**config.mk**
```make
export PLATFORM = sky130hd
export DESIGN_NAME = arsq_top
export DESIGN_NICKNAME = d
export VERILOG_FILES = /design/src/hw/arsq_pkg.sv /design/src/hw/arsq_tick.sv /design/src/hw/arsq_top.sv
export SDC_FILE = /design/constraint.sdc
export NUM_CORES = 1
export LEC_CHECK = 0
export BUFFER_PORTS_ARGS = -buffer_cell sky130_fd_sc_hd__buf_2
export CAP_MARGIN = 20
export CELL_PAD_IN_SITES_DETAIL_PLACEMENT = 0
export CELL_PAD_IN_SITES_GLOBAL_PLACEMENT = 1
export CORE_MARGIN = 5
export CORE_UTILIZATION = 46
export CTS_CLUSTER_DIAMETER = 200
export DETAILED_ROUTE_END_ITERATION = 10
export GPL_TIMING_DRIVEN = 0
export PLACE_DENSITY_LB_ADDON = 0.1
export REMOVE_ABC_BUFFERS = 1
export SLEW_MARGIN = 10
export SYNTH_ARGS = -nofsm -noshare
export SYNTH_HDL_FRONTEND = slang
export SYNTH_SLANG_ARGS = --single-unit
export TNS_END_PERCENT = 100
```
**constraint.sdc**
```tcl
create_clock -name clk_i -period 3 [get_ports clk_i]
set_input_delay 0.45 -clock clk_i [delete_from_list [all_inputs] [get_ports clk_i]]
set_output_delay 0.45 -clock clk_i [all_outputs]
set_load 0.02 [all_outputs]
```
**src/hw/arsq_pkg.sv**
```systemverilog
// Purpose: constants and types shared by the auto reclose sequencer
// Assumes: 125 MHz system clock, timers count a 1 ms tick
// Notes:   register offsets are byte addresses on a 32-bit classic bus
package arsq_pkg;

  localparam int unsigned CLK_HZ         = 125_000_000;
  localparam int unsigned TICK_MS        = 1;
  localparam int unsigned TICK_CYCLES    = CLK_HZ / 1000 * TICK_MS;
  localparam int unsigned TIMER_W        = 16;
  localparam int unsigned SHOTS          = 4;

  // register byte offsets
  localparam logic [7:0] REG_CTRL        = 8'h00;
  localparam logic [7:0] REG_ACT_TIME    = 8'h04;
  localparam logic [7:0] REG_MAXST_TIME  = 8'h08;
  localparam logic [7:0] REG_RECLAIM     = 8'h0C;
  localparam logic [7:0] REG_CBSUP_TIME  = 8'h10;
  localparam logic [7:0] REG_DYNBLK_TIME = 8'h14;
  localparam logic [7:0] REG_MANCL_TIME  = 8'h18;
  localparam logic [7:0] REG_CLOSE_TIME  = 8'h1C;
  localparam logic [7:0] REG_DT1PH_BASE  = 8'h20;
  localparam logic [7:0] REG_DT3PH_BASE  = 8'h30;
  localparam logic [7:0] REG_STATUS      = 8'h40;

  // control register fields
  localparam int unsigned CTRL_OP_BIT    = 0;
  localparam int unsigned CTRL_SRC_BIT   = 1;
  localparam int unsigned CTRL_CYC_LSB   = 4;
  localparam int unsigned CTRL_CYC_W     = 3;

  // reset values (ms)
  localparam logic [31:0]        CTRL_RESET = 32'h0000_0000;
  localparam logic [TIMER_W-1:0] TIME_RESET = 16'h0064;

  typedef enum logic [1:0] {
    ARSQ_SRC_TRIP_RESET,
    ARSQ_SRC_CB_OPEN
  } arsq_src_type;

  typedef enum logic {
    ARSQ_SRC_DUMMY0,
    ARSQ_SRC_DUMMY1
  } arsq_unused_type;

  typedef enum {
    ARSQ_IDLE,
    ARSQ_ACTION,
    ARSQ_START_SUP,
    ARSQ_DEAD,
    ARSQ_CB_WAIT,
    ARSQ_CLOSE,
    ARSQ_RECLAIM,
    ARSQ_DYN_BLOCK,
    ARSQ_MAN_BLOCK
  } arsq_state_type;

endpackage : arsq_pkg

```
**src/hw/arsq_tick.sv**
```systemverilog
// Purpose: one-cycle enable pulse every millisecond
// Assumes: synchronous active-high reset
// Notes:   divider only, no other state
`timescale 1ns/1ps
module arsq_tick #(
  parameter int unsigned DIV = arsq_pkg::TICK_CYCLES
) (
  // clock and reset
  input  wire logic clk_i,
  input  wire logic rst_i,
  // tick
  output logic      tick_o
);
  import arsq_pkg::*;

  localparam int unsigned CW = $clog2(DIV);
  logic [CW-1:0] cnt_reg;
  logic [CW-1:0] cnt_next;
  logic          tick_next;

  // refused at elaboration: a divider of one would never idle the tick
  if (DIV < 2) begin : g_div_check
    $error("arsq_tick: DIV must be at least 2");
  end

  always_comb begin
    tick_next = 1'b0;
    cnt_next  = cnt_reg + 1'b1;
    if (cnt_reg == CW'(DIV - 1)) begin
      cnt_next  = '0;
      tick_next = 1'b1;
    end
  end

  always_ff @(posedge clk_i) begin
    if (rst_i) begin
      cnt_reg <= '0;
      tick_o  <= 1'b0;
    end else begin
      cnt_reg <= cnt_next;
      tick_o  <= tick_next;
    end
  end

endmodule : arsq_tick

```
**src/hw/arsq_top.sv**
```systemverilog
// Purpose: auto reclose sequencer with Wishbone settings registers
// Assumes: protection and breaker inputs come from pins, two-flop synced
// Notes:   all timers count in ms; settings take effect at next timer load
//
// How it works
// RULE1: up to four reclose shots per fault sequence, then give up.
// RULE2: each shot has its own single-phase and three-phase dead time.
// RULE3: protection start launches action timer; no trip in time blocks dynamically.
// RULE4: trip sets in-progress and launches start supervision timer.
// RULE5: trip release or breaker open, per start source, begins dead time.
// RULE6: dead time end issues close and starts reclaim timer.
// RULE7: protection pickup during reclaim advances to next enabled shot.
// RULE8: reclaim expiry without pickup resets sequence to first shot.
// RULE9: breaker ready required at close, waited for up to supervision time.
// RULE10: breaker not ready in time aborts, resets after dynamic block time.
// RULE11: outside logic may block; sequencer then stays idle and inactive.
// RULE12: manual close disables automatic cycles for a set interval.
// RULE13: close pulse lasts set time, withdrawn at once on any trip.
// RULE14: cycle enable picks none, one, two, three or four shots.
// RULE15: operation off switches sequencer off, no close command issued.
// RULE16: general device block blocks sequencer like its own block.
// RULE17: in-progress and other status exposed as outputs.
// RULE18: trip release source with overlong trip forces dynamic block.
// RULE19: once three-phase dead time used, later shots keep using it.
// RULE20: reduced dead time input ends running dead time at once.
// RULE21: timers count a 1 ms tick; synchronous reset returns to idle.
//
// The Wishbone slave port and the register offsets were decided locally.
`timescale 1ns/1ps
module arsq_top #(
  parameter int unsigned TICK_DIV = arsq_pkg::TICK_CYCLES
) (
  // clock and reset
  input  wire logic        clk_i,
  input  wire logic        rst_i,
  // wishbone slave
  input  wire logic        wb_cyc_i,
  input  wire logic        wb_stb_i,
  input  wire logic        wb_we_i,
  input  wire logic [7:0]  wb_adr_i,
  input  wire logic [3:0]  wb_sel_i,
  input  wire logic [31:0] wb_dat_i,
  output logic      [31:0] wb_dat_o,
  output logic             wb_ack_o,
  // protection and breaker
  input  wire logic        protection_start_in,
  input  wire logic        reclose_trigger_in,
  input  wire logic        three_phase_trip_in,
  input  wire logic        breaker_open_in,
  input  wire logic        breaker_ready_in,
  input  wire logic        reclose_block_in,
  input  wire logic        device_block_in,
  input  wire logic        manual_close_in,
  input  wire logic        reduced_dead_time_in,
  // status and command
  output logic             close_cmd_o,
  output logic             in_progress_out,
  output logic             blocked_o,
  output logic             dyn_blocked_o,
  output logic      [2:0]  shot_o
);
  import arsq_pkg::*;

  localparam int unsigned NIN = 9;

  // ---------------- input synchronisers ----------------
  logic [NIN-1:0] raw;
  logic [NIN-1:0] sync1_reg;
  logic [NIN-1:0] sync2_reg;
  assign raw = {reduced_dead_time_in, manual_close_in, device_block_in, reclose_block_in,
                breaker_ready_in, breaker_open_in, three_phase_trip_in,
                reclose_trigger_in, protection_start_in};
  always_ff @(posedge clk_i) begin
    if (rst_i) begin
      sync1_reg <= '0;
      sync2_reg <= '0;
    end else begin
      sync1_reg <= raw;
      sync2_reg <= sync1_reg;
    end
  end
  logic pstart, trip, trip3, cb_open, cb_rdy, blk_own, blk_dev, man_cl, rdt;
  assign {rdt, man_cl, blk_dev, blk_own, cb_rdy, cb_open, trip3, trip, pstart} = sync2_reg;

  // ---------------- millisecond tick ----------------
  logic tick;
  arsq_tick #(.DIV(TICK_DIV)) u_tick (
    .clk_i  (clk_i),
    .rst_i  (rst_i),
    .tick_o (tick)
  );

  // ---------------- registers ----------------
  logic [31:0]        ctrl_reg, ctrl_next;
  logic [TIMER_W-1:0] tset_reg [7];
  logic [TIMER_W-1:0] tset_next[7];
  logic [TIMER_W-1:0] dt1_reg  [SHOTS];
  logic [TIMER_W-1:0] dt1_next [SHOTS];
  logic [TIMER_W-1:0] dt3_reg  [SHOTS];
  logic [TIMER_W-1:0] dt3_next [SHOTS];
  logic [31:0]        rdat_next;
  logic               ack_next;
  logic [31:0]        status_word;

  function automatic logic [31:0] merge(input logic [31:0] old, input logic [31:0] nw,
                                        input logic [3:0] sel);
    logic [31:0] r;
    r = old;
    for (int b = 0; b < 4; b++) begin
      if (sel[b]) r[8*b +: 8] = nw[8*b +: 8];
    end
    return r;
  endfunction : merge

  logic bus_req;
  logic bus_wr;
  assign bus_req = wb_cyc_i && wb_stb_i && !wb_ack_o;
  assign bus_wr  = bus_req && wb_we_i;

  always_comb begin
    ctrl_next = ctrl_reg;
    tset_next = tset_reg;
    dt1_next  = dt1_reg;
    dt3_next  = dt3_reg;
    rdat_next = wb_dat_o;
    ack_next  = bus_req;
    if (bus_req) begin
      rdat_next = 32'h0000_0000;
      if (wb_adr_i == REG_CTRL) rdat_next = ctrl_reg;
      if (wb_adr_i == REG_STATUS) rdat_next = status_word;
      for (int i = 0; i < 7; i++) begin
        if (wb_adr_i == REG_ACT_TIME + 8'(4 * i)) rdat_next = {16'h0000, tset_reg[i]};
      end
      for (int i = 0; i < SHOTS; i++) begin
        if (wb_adr_i == REG_DT1PH_BASE + 8'(4 * i)) rdat_next = {16'h0000, dt1_reg[i]};
        if (wb_adr_i == REG_DT3PH_BASE + 8'(4 * i)) rdat_next = {16'h0000, dt3_reg[i]};
      end
    end
    if (bus_wr) begin
      if (wb_adr_i == REG_CTRL) ctrl_next = merge(ctrl_reg, wb_dat_i, wb_sel_i) & 32'h0000_0073;
      for (int i = 0; i < 7; i++) begin
        if (wb_adr_i == REG_ACT_TIME + 8'(4 * i))
          tset_next[i] = TIMER_W'(merge({16'h0000, tset_reg[i]}, wb_dat_i, wb_sel_i));
      end
      for (int i = 0; i < SHOTS; i++) begin
        if (wb_adr_i == REG_DT1PH_BASE + 8'(4 * i))
          dt1_next[i] = TIMER_W'(merge({16'h0000, dt1_reg[i]}, wb_dat_i, wb_sel_i)); // RULE2
        if (wb_adr_i == REG_DT3PH_BASE + 8'(4 * i))
          dt3_next[i] = TIMER_W'(merge({16'h0000, dt3_reg[i]}, wb_dat_i, wb_sel_i)); // RULE2
      end
    end
  end

  always_ff @(posedge clk_i) begin
    if (rst_i) begin
      ctrl_reg <= CTRL_RESET;
      wb_dat_o <= 32'h0000_0000;
      wb_ack_o <= 1'b0;
      for (int i = 0; i < 7; i++) tset_reg[i] <= TIME_RESET;
      for (int i = 0; i < SHOTS; i++) begin
        dt1_reg[i] <= TIME_RESET;
        dt3_reg[i] <= TIME_RESET;
      end
    end else begin
      ctrl_reg <= ctrl_next;
      wb_dat_o <= rdat_next;
      wb_ack_o <= ack_next;
      tset_reg <= tset_next;
      dt1_reg  <= dt1_next;
      dt3_reg  <= dt3_next;
    end
  end

  // settings views
  logic               op_on;
  logic               src_cb;
  logic [2:0]         cyc_en;
  logic [TIMER_W-1:0] t_act, t_maxst, t_recl, t_cbsup, t_dyn, t_man, t_close;
  assign op_on   = ctrl_reg[CTRL_OP_BIT];
  assign src_cb  = ctrl_reg[CTRL_SRC_BIT];
  assign cyc_en  = ctrl_reg[CTRL_CYC_LSB +: CTRL_CYC_W];
  assign t_act   = tset_reg[0];
  assign t_maxst = tset_reg[1];
  assign t_recl  = tset_reg[2];
  assign t_cbsup = tset_reg[3];
  assign t_dyn   = tset_reg[4];
  assign t_man   = tset_reg[5];
  assign t_close = tset_reg[6];

  // ---------------- sequencer ----------------
  arsq_state_type     st_reg, st_next;
  logic [TIMER_W-1:0] tmr_reg, tmr_next;
  logic [2:0]         shot_reg, shot_next;      // shots already issued
  logic               ph3_reg, ph3_next;
  logic               close_next, inprog_next, blk_next, dyn_next;
  logic               any_block, expired, shots_left;

  assign any_block  = blk_own || blk_dev || !op_on;                // RULE11 RULE16 RULE15
  assign expired    = tick && (tmr_reg <= 16'h0001);               // RULE21
  // values above four read as four shots
  assign shots_left = (shot_reg < ((cyc_en > 3'h4) ? 3'h4 : cyc_en)); // RULE14 RULE1

  function automatic logic [TIMER_W-1:0] dec(input logic [TIMER_W-1:0] t, input logic tk);
    return (tk && t != '0) ? t - 1'b1 : t;
  endfunction : dec

  always_comb begin
    st_next   = st_reg;
    tmr_next  = dec(tmr_reg, tick);
    shot_next = shot_reg;
    ph3_next  = ph3_reg;
    case (st_reg)
      ARSQ_IDLE: begin
        shot_next = 3'h0;
        ph3_next  = 1'b0;
        if (pstart && shots_left) begin
          st_next  = ARSQ_ACTION;                                  // RULE3
          tmr_next = t_act;
        end
      end
      ARSQ_ACTION: begin
        if (trip) begin
          st_next  = ARSQ_START_SUP;                               // RULE4
          tmr_next = t_maxst;
        end else if (expired) begin
          st_next  = ARSQ_DYN_BLOCK;                               // RULE3
          tmr_next = t_dyn;
        end
      end
      ARSQ_START_SUP: begin
        if (trip3) ph3_next = 1'b1;                                // RULE19
        if (src_cb ? cb_open : !trip) begin
          st_next  = ARSQ_DEAD;                                    // RULE5
          tmr_next = (ph3_reg || trip3) ? dt3_reg[shot_reg[1:0]] : dt1_reg[shot_reg[1:0]]; // RULE2
        end else if (expired) begin
          st_next  = ARSQ_DYN_BLOCK;                               // RULE18
          tmr_next = t_dyn;
        end
      end
      ARSQ_DEAD: begin
        if (expired || rdt) begin                                  // RULE20
          st_next  = ARSQ_CB_WAIT;
          tmr_next = t_cbsup;
        end
      end
      ARSQ_CB_WAIT: begin
        if (cb_rdy) begin                                          // RULE9
          st_next   = ARSQ_CLOSE;                                  // RULE6
          tmr_next  = t_close;
          shot_next = shot_reg + 3'h1;
        end else if (expired) begin
          st_next  = ARSQ_DYN_BLOCK;                               // RULE10
          tmr_next = t_dyn;
        end
      end
      ARSQ_CLOSE: begin
        // reclaim counts from the close edge, so its remaining time runs here too
        if (trip || expired) st_next = ARSQ_RECLAIM;               // RULE13
        tmr_next = dec(tmr_reg, tick);
      end
      ARSQ_RECLAIM: begin
        if (pstart || trip) begin
          if (shots_left) begin
            st_next  = ARSQ_ACTION;                                // RULE7
            tmr_next = t_act;
          end else begin
            st_next  = ARSQ_DYN_BLOCK;                             // RULE1
            tmr_next = t_dyn;
          end
        end else if (expired) begin
          st_next = ARSQ_IDLE;                                     // RULE8
        end
      end
      ARSQ_DYN_BLOCK: begin
        if (expired) st_next = ARSQ_IDLE;                          // RULE10
      end
      ARSQ_MAN_BLOCK: begin
        if (expired) st_next = ARSQ_IDLE;                          // RULE12
      end
      default: st_next = ARSQ_IDLE;
    endcase
    if (man_cl) begin
      st_next  = ARSQ_MAN_BLOCK;                                   // RULE12
      tmr_next = t_man;
    end else if (any_block && st_reg != ARSQ_MAN_BLOCK) begin
      st_next = ARSQ_IDLE;                                         // RULE11
    end
  end

  // reclaim timer runs in parallel from the close edge
  logic [TIMER_W-1:0] recl_reg, recl_next;
  always_comb begin
    recl_next = dec(recl_reg, tick);
    if (st_reg == ARSQ_CB_WAIT && st_next == ARSQ_CLOSE) recl_next = t_recl; // RULE6
  end

  always_comb begin
    close_next  = (st_next == ARSQ_CLOSE) && !trip && !any_block; // RULE13 RULE15
    inprog_next = (st_next != ARSQ_IDLE) && (st_next != ARSQ_DYN_BLOCK)
                  && (st_next != ARSQ_MAN_BLOCK) && (st_next != ARSQ_ACTION); // RULE17
    blk_next    = any_block || (st_next == ARSQ_MAN_BLOCK);       // RULE17
    dyn_next    = (st_next == ARSQ_DYN_BLOCK);                    // RULE17
  end

  always_ff @(posedge clk_i) begin
    if (rst_i) begin
      st_reg          <= ARSQ_IDLE;                                // RULE21
      tmr_reg         <= '0;
      recl_reg        <= '0;
      shot_reg        <= 3'h0;
      ph3_reg         <= 1'b0;
      close_cmd_o     <= 1'b0;
      in_progress_out <= 1'b0;
      blocked_o       <= 1'b0;
      dyn_blocked_o   <= 1'b0;
      shot_o          <= 3'h0;
    end else begin
      st_reg          <= (st_next == ARSQ_RECLAIM && st_reg == ARSQ_CLOSE) ? st_next : st_next;
      tmr_reg         <= (st_next == ARSQ_RECLAIM) ? recl_next : tmr_next;
      recl_reg        <= recl_next;
      shot_reg        <= shot_next;
      ph3_reg         <= ph3_next;
      close_cmd_o     <= close_next;
      in_progress_out <= inprog_next;
      blocked_o       <= blk_next;
      dyn_blocked_o   <= dyn_next;
      shot_o          <= shot_next;
    end
  end

  assign status_word = {16'h0000, 5'h00, shot_reg, 4'h0, dyn_blocked_o, blocked_o,
                        in_progress_out, close_cmd_o};

endmodule : arsq_top

```
==> results.md, run 1 <==
- Grt total ovfl: 0
- First-pass GRT wire length: 108000 µm
- Switching power of the nets: 2.59 mW
- FMAX: 0.331 GHz
- Most common flop cell mapped by yosys: dfxtp_1
- Die Height: 210 µm
- Worst slew pin tran: 1.02 ns
- Ratio of cells with drive above 1 in the final layout: 0.137
- Hold path depth: 2
- Die width: 210 µm
- Final Hold Slack: 0.0803 ns
- Worst-Skew Late Latency: 0.57 ns
- CP delay by family, top: simple AND/OR/NAND/NOR gates
- Synth Cell Area: 0.0185 mm²
- CP max-delay cell: nor4_1
- Initial Utilization: 0.464
- Fill count: 3843
- Mean post-synth cell area: 7.80 µm²
- IO Pins: 98
- Drc violations: 0
- Max-capacitance violation count: 0
- I/O Buffers: 63
- Avg WL per Cell: 24.5 µm
- Vias/cell: 6.22
- WP data arrival: 3.52 ns
- Core Footprint: 0.0397 mm²
- Most common cell in the netlist: nand2_1
- Max Slew Vio Count: 0
- Sequential power share: 0.454
- Final hold violations: 0
- DRC marker count from the first detailed-route iteration: 2281
- Global Route Usage Sum: 0.315
- Die area: 0.0442 mm²
- DRT antenna net count: 0
- Startpoint Class: primary input
- Min Tclk post-route: 3.02 ns
- Largest net degree at the start of global routing: 142
- Hold buffers post-CTS: 0
- WL final: 73000 µm
- Worst Setup End Kind: flip-flop
- Clock Path Buffers: 3
- Tcrit/Tclk final: 1.01
- Combinational power share: 0.053
- TritonCTS Buffers: 41
- Clock share of power: 0.492
- RR Endpoint: tmr_reg[10]$_SDFF_PP0_
- WP data required: 3.50 ns
- Hold path startpoint: three_phase_trip_in
- PwrDens: 515 mW/mm²
- FF-to-FF path depth: 9
- CP Buf/Inv Count: 1
- DP HPWL: 50700 µm
- Critical path, cell by cell: buf_2, nor4_1, nand2_1, nand3_1, a2111oi_2, or3_1, a311o_1, a21oi_1
- CP max FO: 19
- Synth-to-layout area growth: 16.0%
- Dominant cell type by area after synthesis: dfxtp_1
- Final net count: 2491
- Leakage: 7.54 nW
- CP peak stage delay: 0.78 ns
- Switch share: 0.235
- Setup Skew: 0.0170 ns
- VDD IR max: 0.337 mV
- Critical path class: in -> reg
- Failing checks: negative setup slack
- Commonest cells post-synth: nand2_1, dfxtp_1, a21oi_1, nor2_1, clkbuf_1
- Max-slew headroom: 0.322
- GP Congestion: 0.968
- Vias in the first global route: 17.2k
- DR vias: 18.6k
- Worst Hold Endpoint: sync1_reg[2]$_SDFF_PP0_
- Clock transition at the registers of the reported paths: 0.06 ns
- 1st-pass router iterations: 9
- Seq cells post-synth: 370
- YS warnings: 0
- Root Buffer: clkbuf_16
- Int Pwr: 8.44 mW
- Post-route setup TNS: -0.0215 ns
- Unrepaired setup endpoints after global routing: true
- Hold Path Class: in -> reg
- Synth top area share: 0.401
- Reg2reg start: st_reg[30]$_SDFF_PP0_
- CTS tree: yes
- Initial antenna violation count: 4
- H-Tree Depth: 2
- Setup violators final: 1
- Rows: 73
- Cell count after synthesis: 2365
- Register area share after synthesis: 0.401
- Cell variety after synth: 87
- Synth top area cells: dfxtp_1, nand2_1, a21oi_1, mux4_2, nor2_1
- Sink Count: 370
- Worst setup margin: -0.0215 ns
- Async set-reset flop share out of synthesis: 0
- Status: complete, but fails checks
- R2R setup slack: 0.01 ns
- Pre-CTS setup slack: -1.43 ns
- Post-synth EDFFs: 0
## placed cells by master (no fill, tap or decap), types with 8 or more instances in the layout
cell	netlist	layout
a221o_1	13	13
nor2_1	181	162
a21oi_1	272	272
clkbuf_16	0	44
buf_2	27	62
ha_1	9	8
nand3b_1	47	47
buf_6	1	10
mux4_2	31	31
nor4_1	22	21
a31oi_1	11	11
o211ai_1	21	21
a211oi_1	19	19
a222oi_1	8	8
a221oi_1	29	29
dfxtp_1	370	362
mux2i_1	27	24
nand3_1	43	41
nor2b_1	28	26
inv_1	12	12
nor3_1	41	40
o221ai_1	11	11
xor2_1	15	15
a22oi_1	23	23
o21ai_0	58	54
o22ai_1	24	24
and3_1	15	14
nand2_1	657	655
xnor2_1	23	23
o31ai_1	12	11
nand2b_1	14	14
nor2_2	0	13
nand4_1	16	16
conb_1	1	44
buf_4	18	51
## logic make-up after synthesis
logic type                 after synthesis  share of synthesized area
other                                    1                   0.000203
buffers and inverters                  175                     0.0416
and+or+nand+nor                       1138                      0.281
muxes                                   65                     0.0568
DFF                                    370                      0.401
AOI/OAI and AO/OA                      569                      0.194
xor gates and xnor gates                38                     0.0180
adders and majority gates                9                    0.00610
## stage by stage
stage	total power, mW	utilization	std cells	instance area [µm²]
CTS	11.1	0.527	2945	21000
floorplan	5.36	-	2245	17900
finish	11.0	0.539	2981	21400
global route	11.4	0.539	2980	21400
detailed placement	5.67	0.484	2854	19200
global placement	5.66	0.475	2833	18900
## layer usage
| metal | global-route usage | routed length, µm | share of wire | vias to the layer above |
|---|---|---|---|---|
| met2 | 0.483 | 32200 | 0.44 | 989 |
| met1 | 0.438 | 30600 | 0.42 | 8925 |
| met5 | 0 | 21 | 0.00029 | - |
| met4 | 0.132 | 3240 | 0.044 | 4 |
| met3 | 0.0630 | 6950 | 0.095 | 182 |
| li1 | - | - | - | 8452 |
## power by group through the flow
stage / clock, mW / sequential, mW / combinational (mW)
2_1_floorplan: 0 / 5.12 / 0.238
3_3_place_gp: 0 / 5.12 / 0.535
3_5_place_dp: 0 / 5.12 / 0.549
4_1_cts: 5.49 / 5.01 / 0.557
5_1_grt: 5.72 / 5.02 / 0.624
6_report: 5.43 / 5.01 / 0.588
## worst register-to-register path, delay by kind of cell (launching register included)
kind               cells  cell delay (ns)
AOI/OAI and AO/OA      4             1.05
DFF                    1             0.30
and+or+nand+nor        5             1.52
## area by class of cell
class                           count  area (µm²)  share of cell area
Inverter                           12        45.0             0.00210
Clock buffer                       55        1190              0.0556
Timing Repair Buffer              136        1070              0.0501
Antenna cell                        3        7.51            0.000351
Tap cell                          525         657              0.0307
Sequential cell                   370        7420               0.347
Multi-Input combinational cell   1863       10800               0.503
Clock inverter                     17         249              0.0116
## timing repair
action	4_1_cts	5_1_grt
gates resized for setup	40	33
pin swaps	11	14
buffers inserted	19	32
setup endpoints to repair	51	33
gates cloned	0	1
## how the worst max path moves through the flow
| stage | slack (ns) | startpoint | cells past startpoint | endpoint |
|---|---|---|---|---|
| global placement | -3.48 | rst_i | 6 | wb_dat_o[7]$_SDFFE_PP0P_ |
| detailed placement | -1.43 | st_reg[21]$_SDFF_PP0_ | 9 | tmr_reg[15]$_SDFF_PP0_ |
| CTS | -0.007 | wb_adr_i[7] | 9 | wb_dat_o[3]$_SDFFE_PP0P_ |
| finish | -0.02 | wb_adr_i[2] | 8 | wb_dat_o[3]$_SDFFE_PP0P_ |
| floorplan | -1.03 | shot_reg[1]$_SDFFE_PP0P_ | 10 | tmr_reg[14]$_SDFF_PP0_ |
| global route | -0.11 | ctrl_reg[6]$_SDFFE_PP0P_ | 12 | tmr_reg[7]$_SDFF_PP0_ |
Note: power is estimated with default switching activity, not from simulation.
==> run 2: changes to the inputs <==
Settings changed: GPL_TIMING_DRIVEN 0 to unset.
==> run 2 against run 1 <==
Compared with the run above: combinational power increased by 8.8%; largest cell class unchanged; the run now ends clean; routed wire length increased by 4.2%; clock-buffer cell count increased by 7.
==> results.md, run 2 (same netlist as run 1, synthesis figures left out) <==
- Status: completed
- Worst slew pin tran: 0.767 ns
- Die width: 210 µm
- DR vias: 19.1k
- DRC marker count from the first detailed-route iteration: 2052
- Reg2reg start: tmr_reg[1]$_SDFF_PP0_
- CTS tree: yes
- Final hold violations: 0
- Ratio of cells with drive above 1 in the final layout: 0.159
- Max-slew headroom: 0.484
- Met1 Use GR: 0.455
- I/O Buffers: 63
- Fill count: 3876
- Initial Utilization: 0.464
- Beginning of the critical path: tmr_reg[1]$_SDFF_PP0_
- Clock Path Buffers: 3
- Routing usage on met2: 0.535
- Startpoint Class: flip-flop
- Die area: 0.0442 mm²
- GP Congestion: 1.00
- Root Buffer: clkbuf_16
- Final net count: 2607
- Largest net degree at the start of global routing: 101
- Grt total ovfl: 0
- Clock transition at the registers of the reported paths: 0.06 ns
- Leakage: 8.06 nW
- Commonest non-fill, non-tap cell in the layout: nand2_1
- PwrDens: 507 mW/mm²
- DP HPWL: 56100 µm
- Max Slew Vio Count: 0
- WL final: 76100 µm
- Setup violators final: 0
- Finished Cell Area: 0.0220 mm²
- Avg WL per Cell: 24.6 µm
- Core Footprint: 0.0397 mm²
- Vias/cell: 6.15
- CP max FO: 9
- H-Tree Depth: 2
- 1st-pass router iterations: 6
- Initial antenna violation count: 3
- Setup Skew: 0.0248 ns
- Max-capacitance violation count: 0
- Met3 Usage GRT: 0.0561
- Hold path depth: 2
- R2R setup slack: 0.10 ns
- Global Route Usage Sum: 0.333
- WP data required: 3.43 ns
- Hold buffers post-CTS: 0
- Vias in the first global route: 17.9k
- First-pass GRT wire length: 114000 µm
- FMAX: 0.345 GHz
- Worst Setup End Kind: flip-flop
- Worst-Skew Late Latency: 0.58 ns
- FF-to-FF path depth: 12
- Hold path startpoint: three_phase_trip_in
- Drc violations: 0
- DRT antenna net count: 0
- Tcrit/Tclk final: 0.966
- Min Tclk post-route: 2.90 ns
- Synth-to-layout area growth: 19.0%
- Rows: 73
- Hold Path Class: in -> reg
- RR Endpoint: tmr_reg[0]$_SDFF_PP0_
- Most used routing layer: met2
- Leading cell types in the layout, fill and taps excluded: nand2_1, dfxtp_1, a21oi_1
- Worst Hold Endpoint: sync1_reg[2]$_SDFF_PP0_
- VDD IR max: 0.355 mV
- Critical path class: reg -> reg
- TritonCTS Buffers: 42
- IO Pins: 98
- Final Hold Slack: 0.0906 ns
- WP data arrival: 3.32 ns
- Placed cell area: 0.0204 mm²
- Sink Count: 370
- Die Height: 210 µm
- Unrepaired setup endpoints after global routing: true
## run 2: routing by layer
layer,part of all wire,up-vias
met4,0.037,4
met5,0.00032,-
li1,-,8697
met2,0.46,952
met3,0.086,189
met1,0.42,9219
## run 2: power breakdown
| part | switching [mW] | leakage, nW | internal (mW) |
|---|---|---|---|
| registers | 0.0370 | 3.00 | 4.97 |
| logic | 0.434 | 4.34 | 0.207 |
| clock network | 2.13 | 0.720 | 3.35 |
| total | 2.60 | 8.06 | 8.53 |
## run 2: critical path, stage by stage (launching register included)
cell,delay [ns]
dfxtp_1,0.37
inv_1,0.10
ha_1,0.20
or2_2,0.39
buf_4,0.19
a21oi_1,0.21
nor3_4,0.05
buf_4,0.19
buf_4,0.19
a221o_1,0.36
o32a_1,0.34
nand2_1,0.09
a21oi_1,0.07
## run 2: repair_timing
action                                 4_1_cts  5_1_grt
setup endpoints to repair                    0       17
endpoints found under the hold margin        0        0
setup buffers                                0        4
gates resized for setup                      0       19
## run 2: cell type report
| type | count | area [µm²] | share of cell area |
|---|---|---|---|
| clock buffer | 62 | 1270 | 0.0577 |
| inverter | 12 | 45.0 | 0.00205 |
| tap | 525 | 657 | 0.0299 |
| antenna | 4 | 10.0 | 0.000456 |
| sequential | 370 | 7410 | 0.338 |
| clock inverter | 12 | 195 | 0.00889 |
| timing repair buffer | 251 | 1850 | 0.0844 |
| multi-input combinational | 1863 | 10500 | 0.479 |
## run 2: worst max path at each step
stage,end,cells after the start,slack (ns)
6_report,tmr_reg[0]$_SDFF_PP0_,12,0.10
2_1_floorplan,tmr_reg[14]$_SDFF_PP0_,10,-1.03
3_5_place_dp,wb_dat_o[11]$_SDFFE_PP0P_,11,-0.13
3_3_place_gp,wb_dat_o[2]$_SDFFE_PP0P_,11,-0.11
4_1_cts,tmr_reg[7]$_SDFF_PP0_,9,0.02
5_1_grt,tmr_reg[2]$_SDFF_PP0_,13,-0.01
## run 2: metrics by stage
step | std cells | util | setup WS (ns) | total power [mW] | setup TNS, ns
after floorplan | 2245 | - | -1.03 | 5.36 | -30.36
after global placement | 3017 | 0.513 | -0.111 | 5.73 | -0.333
after detailed placement | 3017 | 0.513 | -0.126 | 5.73 | -0.296
after CTS | 3091 | 0.549 | 0.0189 | 11.2 | 0
after global routing | 3095 | 0.552 | -0.0115 | 11.5 | -0.0227
final | 3099 | 0.553 | 0.102 | 11.1 | 0
